`config.mk`:
```
export PLATFORM = sky130hd
export DESIGN_NAME = rfa_bank
export DESIGN_NICKNAME = d
export VERILOG_FILES = /design/src/rfa_pkg.sv /design/src/rfa_bank.sv
export VERILOG_INCLUDE_DIRS = /design/src /design/src/src
export SDC_FILE = /design/constraint.sdc
export NUM_CORES = 1
export LEC_CHECK = 0
export ABC_AREA = 1
export ABC_CLOCK_PERIOD_IN_PS = 2200
export BUFFER_PORTS_ARGS = -buffer_cell sky130_fd_sc_hd__buf_2
export CAP_MARGIN = 20
export CELL_PAD_IN_SITES_DETAIL_PLACEMENT = 1
export CELL_PAD_IN_SITES_GLOBAL_PLACEMENT = 1
export CORE_AREA = 5 5 146 92
export DETAILED_ROUTE_END_ITERATION = 7
export DIE_AREA = 0 0 151 97
export PLACE_DENSITY_LB_ADDON = 0.12
export SYNTH_ARGS = -nofsm -noshare
export SYNTH_HDL_FRONTEND = slang
export SYNTH_SLANG_ARGS = --single-unit
```
`constraint.sdc`:
```
create_clock -name ref_clk -period 2.2 [get_ports ref_clk]
set_input_delay 0.11 -clock ref_clk [delete_from_list [all_inputs] [get_ports ref_clk]]
set_output_delay 0.11 -clock ref_clk [all_outputs]
set_load 0.005 [all_outputs]
```
`src/rfa_regs.svh`:
```
// register bank offsets, field layout and reset values
// assumes word-aligned 32-bit accesses relative to a module base address
`ifndef RFA_REGS_SVH
`define RFA_REGS_SVH

// register offsets from the module base
`define RFA_OFF_CTRL      12'h000
`define RFA_OFF_STATUS    12'h004
`define RFA_OFF_EVCOUNT   12'h008
`define RFA_OFF_ERRLOG    12'h00c
`define RFA_OFF_RIS       12'h010
`define RFA_OFF_SETREQ    12'h014
`define RFA_OFF_ICLR      12'h018

// implemented bit masks; other bits are reserved and read as zero
`define RFA_MASK_CTRL     32'h0000_ffff
`define RFA_MASK_STATUS   32'h0000_00ff
`define RFA_MASK_EVCOUNT  32'h0000_ffff
`define RFA_MASK_ERRLOG   32'h0000_00ff
`define RFA_MASK_RIS      32'h0000_00ff
`define RFA_MASK_SETREQ   32'h0000_00ff

// reset values
`define RFA_RST_CTRL      32'h0000_0000
`define RFA_RST_EVCOUNT   16'h0000
`define RFA_RST_ERRLOG    8'h00
`define RFA_RST_RIS       8'h00
`define RFA_RST_SETREQ    8'h00

`endif

```
`src/rfa_pkg.sv`:
```
// types for the register field access bank
// assumes rfa_regs.svh supplies the numeric constants
package rfa_pkg;
  typedef logic [31:0] rfa_word_t;
  typedef logic [11:0] rfa_off_t;
  typedef enum logic [2:0] {
    RFA_SEL_NONE    = 3'h0,
    RFA_SEL_CTRL    = 3'h1,
    RFA_SEL_STATUS  = 3'h3,
    RFA_SEL_EVCOUNT = 3'h2,
    RFA_SEL_ERRLOG  = 3'h6,
    RFA_SEL_RIS     = 3'h7,
    RFA_SEL_SETREQ  = 3'h5,
    RFA_SEL_ICLR    = 3'h4
  } rfa_sel_t;
endpackage

```
`src/rfa_bank.sv`:
```
// register bank showing each field access type on a simple bus port
// assumes a single-cycle master; read data valid the cycle after rd_en
//
// What this block does
// - clear-on-read field returns its value, then hardware clears it.
// - read-write field stores writes and returns the last written value.
// - readable clear-on-write field clears on any write, stays readable.
// - write-one-to-clear: ones clear bits, zeros keep bits unchanged.
// - writing back a read status clears only those bits; new stay pending.
// - writing zero to a write-one-to-set bit leaves it unchanged.
// - write-only clear register: ones clear matching interrupt bits.
// - reading the write-only clear register yields no meaningful data.
// - reserved bits read as zero; software must not rely on them.
// - registers decode at their offset added to the module base.
`timescale 1ns/1ps
`include "rfa_regs.svh"

module rfa_bank #(
  parameter logic [31:0] BASE_ADDR = 32'h4000_0000,
  parameter int          EV_W      = 8
) (
  // clock and reset
  input  wire logic                ref_clk,
  input  wire logic                reset,
  // register access port
  input  wire logic [31:0]         addr,
  input  wire logic                wr_en,
  input  wire logic                rd_en,
  input  wire rfa_pkg::rfa_word_t  wr_data,
  output logic                     rd_valid,
  output rfa_pkg::rfa_word_t       rd_data,
  output logic                     addr_err,
  // peripheral side
  input  wire logic [7:0]          hw_status,
  input  wire logic                hw_count_inc,
  input  wire logic [EV_W-1:0]     hw_error,
  input  wire logic [EV_W-1:0]     hw_event,
  output logic [31:0]              ctrl_out,
  output logic [EV_W-1:0]          set_req_out,
  output logic [EV_W-1:0]          pending_out
);
  import rfa_pkg::*;

  // all-ones field, used for a clear by any write
  localparam logic [EV_W-1:0] EV_ALL = {EV_W{1'b1}};

  // field storage
  rfa_word_t       ctrl_reg;
  logic [15:0]     evcount_reg;
  logic [EV_W-1:0] errlog_reg;
  logic [EV_W-1:0] ris_reg;
  logic [EV_W-1:0] setreq_reg;
  // decoded strobes
  rfa_sel_t        sel;
  logic            wr_hit;
  logic            rd_hit;
  logic            rd_take;
  logic            acc_miss;
  logic            wr_ctrl;
  logic            wr_errlog;
  logic            wr_ris;
  logic            wr_iclr;
  logic            wr_setreq;
  logic            rd_evcount;
  // read path
  rfa_word_t       rd_word;

  // offset relative to the module base; out of window gives none
  function automatic rfa_sel_t decode(input logic [31:0] a);
    logic [31:0] rel;
    rel = a - BASE_ADDR;
    decode = RFA_SEL_NONE;
    if (rel[31:12] == 20'h00000) begin
      case (rel[11:0])
        `RFA_OFF_CTRL: begin
          decode = RFA_SEL_CTRL;
        end
        `RFA_OFF_STATUS: begin
          decode = RFA_SEL_STATUS;
        end
        `RFA_OFF_EVCOUNT: begin
          decode = RFA_SEL_EVCOUNT;
        end
        `RFA_OFF_ERRLOG: begin
          decode = RFA_SEL_ERRLOG;
        end
        `RFA_OFF_RIS: begin
          decode = RFA_SEL_RIS;
        end
        `RFA_OFF_SETREQ: begin
          decode = RFA_SEL_SETREQ;
        end
        `RFA_OFF_ICLR: begin
          decode = RFA_SEL_ICLR;
        end
        default: begin
          decode = RFA_SEL_NONE;
        end
      endcase
    end
  endfunction

  // widen a field into a bus word, reserved bits zero
  function automatic rfa_word_t widen(input logic [31:0] v,
                                      input logic [31:0] m);
    widen = v & m;
  endfunction

  // clear written ones; new events win over the clear
  function automatic logic [EV_W-1:0] clear_ones(
      input logic [EV_W-1:0] cur,
      input logic [EV_W-1:0] ones,
      input logic [EV_W-1:0] ev);
    clear_ones = (cur & ~ones) | ev;
  endfunction

  // set written ones; zero bits leave the field alone
  function automatic logic [EV_W-1:0] set_ones(
      input logic [EV_W-1:0] cur,
      input logic [EV_W-1:0] ones);
    set_ones = cur | ones;
  endfunction

  // counter step, wraps at the field width
  function automatic logic [15:0] count_step(
      input logic [15:0] cur,
      input logic        up);
    count_step = up ? cur + 16'h0001 : cur;
  endfunction

  // strobe for one register select
  function automatic logic strobe_at(
      input rfa_sel_t s,
      input rfa_sel_t want,
      input logic     go);
    strobe_at = go && (s == want);
  endfunction

  always_comb begin
    sel        = decode(addr);
    wr_hit     = wr_en && (sel != RFA_SEL_NONE);
    rd_take    = rd_en && !wr_en;
    rd_hit     = rd_take && (sel != RFA_SEL_NONE);
    acc_miss   = (rd_en || wr_en) && (sel == RFA_SEL_NONE);
    wr_ctrl    = strobe_at(sel, RFA_SEL_CTRL, wr_hit);
    wr_errlog  = strobe_at(sel, RFA_SEL_ERRLOG, wr_hit);
    wr_ris     = strobe_at(sel, RFA_SEL_RIS, wr_hit);
    wr_iclr    = strobe_at(sel, RFA_SEL_ICLR, wr_hit);
    wr_setreq  = strobe_at(sel, RFA_SEL_SETREQ, wr_hit);
    rd_evcount = strobe_at(sel, RFA_SEL_EVCOUNT, rd_hit);
  end

  // read-write control
  always_ff @(posedge ref_clk) begin
    if (reset) begin
      ctrl_reg <= `RFA_RST_CTRL;
    end else if (wr_ctrl) begin
      ctrl_reg <= wr_data & `RFA_MASK_CTRL;
    end
  end

  // clear-on-read event counter; increment in the read cycle is kept
  always_ff @(posedge ref_clk) begin
    if (reset) begin
      evcount_reg <= `RFA_RST_EVCOUNT;
    end else if (rd_evcount) begin
      evcount_reg <= count_step(16'h0000, hw_count_inc);
    end else begin
      evcount_reg <= count_step(evcount_reg, hw_count_inc);
    end
  end

  // error log: any write clears, new error in same cycle wins
  always_ff @(posedge ref_clk) begin
    if (reset) begin
      errlog_reg <= EV_W'(`RFA_RST_ERRLOG);
    end else if (wr_errlog) begin
      errlog_reg <= clear_ones(errlog_reg, EV_ALL, hw_error);
    end else begin
      errlog_reg <= set_ones(errlog_reg, hw_error);
    end
  end

  // raw interrupt status, cleared by w1c here or by the write-only alias
  always_ff @(posedge ref_clk) begin
    if (reset) begin
      ris_reg <= EV_W'(`RFA_RST_RIS);
    end else if (wr_ris || wr_iclr) begin
      ris_reg <= clear_ones(ris_reg, wr_data[EV_W-1:0],
                            hw_event);
    end else begin
      ris_reg <= set_ones(ris_reg, hw_event);
    end
  end

  // write-one-to-set request bits, consumed by no hardware clear here
  always_ff @(posedge ref_clk) begin
    if (reset) begin
      setreq_reg <= EV_W'(`RFA_RST_SETREQ);
    end else if (wr_setreq) begin
      setreq_reg <= set_ones(setreq_reg, wr_data[EV_W-1:0]);
    end
  end

  // read mux; status writes are dropped, unmapped reads give zero
  always_comb begin
    rd_word = 32'h0000_0000;
    case (sel)
      RFA_SEL_CTRL: begin
        rd_word = widen(ctrl_reg, `RFA_MASK_CTRL);
      end
      RFA_SEL_STATUS: begin
        rd_word = widen({24'h000000, hw_status}, `RFA_MASK_STATUS);
      end
      RFA_SEL_EVCOUNT: begin
        rd_word = widen({16'h0000, evcount_reg}, `RFA_MASK_EVCOUNT);
      end
      RFA_SEL_ERRLOG: begin
        rd_word = widen(32'(errlog_reg), `RFA_MASK_ERRLOG);
      end
      RFA_SEL_RIS: begin
        rd_word = widen(32'(ris_reg), `RFA_MASK_RIS);
      end
      RFA_SEL_SETREQ: begin
        rd_word = widen(32'(setreq_reg), `RFA_MASK_SETREQ);
      end
      RFA_SEL_ICLR: begin
        rd_word = 32'h0000_0000;
      end
      default: begin
        rd_word = 32'h0000_0000;
      end
    endcase
  end

  // one-cycle answer to every read strobe not paired with wr_en
  always_ff @(posedge ref_clk) begin
    if (reset) begin
      rd_valid <= 1'b0;
    end else begin
      rd_valid <= rd_take;
    end
  end

  // pulse for an access that hits no register
  always_ff @(posedge ref_clk) begin
    if (reset) begin
      addr_err <= 1'b0;
    end else begin
      addr_err <= acc_miss;
    end
  end

  // read data holds until the next read
  always_ff @(posedge ref_clk) begin
    if (reset) begin
      rd_data <= 32'h0000_0000;
    end else if (rd_take) begin
      rd_data <= rd_word;
    end
  end

  always_comb begin
    ctrl_out    = ctrl_reg;
    set_req_out = setreq_reg;
    pending_out = ris_reg;
  end
endmodule

```
==> qor.csv <==
metric,value,unit
viasPerCell,4.80,
wl_met3,739,µm
grt_pass1_vias,4590,
synth.distinct_cells,43,
fin_total_pwr,3.24,mW
fin_area,0.00527,mm²
tightestPinTransition,0.631,ns
finalSetupViolCount,0,
peakVddDrop,0.396,mV
antenna_found_initial,0,
clkSlewWorstSetupHoldPaths,0.06,ns
grt-ovfl-total,0,
syn_inst,583,
nNetsFinal,822,
vias,4308,
synth_edf_count,0,
firstDrtPassIters,4,
cts_inserted_buffers,9,
hpwlAfterDp,11.2,mm
finalCritPeriodShare,83.9,%
p_per_area,615,mW/mm²
yosysMostFrequentCell,nand2_1,
ys_seq_area_share,36.1,%
io_pins,175,
yosys.area.top_type_share,36.1,%
grt_use_total,20.1,%
synth_common_cells,"123 x nand2_1, 91 x nor2_1, 74 x dfxtp_1, 42 x a21oi_1, 40 x inv_1",
area_growth,28.4,%
hp-class,input port to flop,
dpl-instance-area,0.00479,mm²
clock_sinks,74,
fp.dieW,151,µm
first_iter_violations,200,
path_max_fanout,4,
wl,14.8,mm
routed-wl-met2,6.45,mm
finalHoldViolations,0,
synth-seq-cells,74,
drv_cap,0,
worstPathArrival,2.07,ns
worstSetupPathType,flop to flop,
rsz0062_at_grt,false,
antenna_cells,0,
synth_area,0.00410,mm²
insertion_delay,0.34,ns
ant_nets,0,
dp.cells,866,
status,completed,
end_kind,flop,
synth_area_leader_cell,dfxtp_1,
power_leakage,2.40,nW
utilization,44.4,%
start_kind,flop,
met1_length,7.43,mm
fp-row-count,31,
tritoncts,yes,
clk_path_buf_depth,2,
grt_first_pass_wirelength,23.3,mm
highest_layer,met4,
ys.flop_type,dfxtp_1,
async_flop_share,0,%
skew,0.00657,ns
floorplan.initialDensity,34.6,%
ys_warn_count,0,
gp_congestion,0.875,
dp_slack,0.190,ns
synth_area_per_cell,7.04,µm²
cts-root-buf,clkbuf_16,
period_minus_slack,1.85,ns
hold_ws,0.00396,ns
cp.required,2.43,ns
synth_area_leaders,"dfxtp_1 36%, nand2_1 11%, nor2_1 8.3%",
die_y,97,µm
setup_ws,0.354,ns
drc,0,
timing.fmax,542,MHz
max_slew_margin,57.9,%
dieArea,0.0146,mm²
layout-drive-gt1-share,27.2,%
instances_no_fill,897,
tns,0,ns
detail_route.wl_per_cell,16.5,µm
core,0.0119,mm²
final_max_slew_viol_count,0,
h-tree-depth,3,
port_buffers,126,
grt_max_degree,37,
==> cells by family (layout without fill, tap and decap cells) <==
logic type | Yosys count | count (layout) | share of synthesized area (%)
and+or+nand+nor | 317 | 317 | 37.6
buffers and inverters | 95 | 213 | 12.5
AOI/OAI and AO/OA | 90 | 90 | 12.3
DFF | 74 | 74 | 36.1
xor gates and xnor gates | 5 | 5 | 1.07
adders and majority gates | 1 | 1 | 0.305
other | 1 | 32 | 0.0914
==> layer usage <==
| layer | vias up | GRT usage, % |
|---|---|---|
| met5 | - | 0 |
| met4 | 0 | 4.81 |
| met3 | 21 | 4.20 |
| met2 | 112 | 31.8 |
| met1 | 2055 | 27.8 |
| li1 | 2120 | - |
==> final timing paths <==
check	end	slack (ns)	startpoint	cells past startpoint
setup / recovery	evcount_reg[13]	0.35	evcount_reg[5]	9
hold / removal	ctrl_out[15]	0.004	wr_data[15]	3
setup reg to reg	evcount_reg[13]	0.35	evcount_reg[5]	9
hold reg to reg	rd_data[10]	0.47	rd_data[10]	2
==> worst max-delay path: stages, from the launching register on <==
cell,delay [ns]
dfxtp_1,0.41
nand2_1,0.07
inv_1,0.08
nand2_1,0.07
nor2_1,0.23
nand3_1,0.21
nor2_1,0.25
nand2_1,0.15
o21ai_0,0.18
nor2_1,0.08
==> power by group <==
| part | switching [mW] | leakage [nW] | internal, mW |
|---|---|---|---|
| Combinational | 0.135 | 1.64 | 0.104 |
| Sequential | 0.0204 | 0.602 | 1.37 |
| Clock | 0.620 | 0.156 | 0.993 |
| Total | 0.775 | 2.40 | 2.46 |
==> cell type report <==
type                       instances  area (µm²)
timing repair buffer             150         851
sequential                        74        1480
clock inverter                     6        91.3
inverter                          48         186
clock buffer                       9         225
fill                            1545        6600
multi-input combinational        445        2220
tap                              165         206
==> layout by cell type (no fill, tap or decap), types with 3 or more instances in the layout <==
cell and n:
buf_2 126, nand2_1 123, nor2_1 91, dfxtp_1 74, a21oi_1 42, inv_1 40, nand3_1 32, conb_1 32
o21ai_0 24, nor3_1 20, dlygate4sd3_1 16, clkbuf_16 9, nor2_2 8, nor2_4 8, buf_4 8, a21oi_2 7
nand2_2 6, o22ai_1 6, nand4_1 6, o21a_1 5, nand3_2 4, inv_2 4, nor4_1 4, xor2_1 4
nand3_4 3
==> repair_timing <==
item	in CTS	in global routing
resized for setup	0	0
endpoints found under the hold margin	16	0
setup buffers	0	0
hold buffers	16	0
Power figures use the tool's default switching activity.
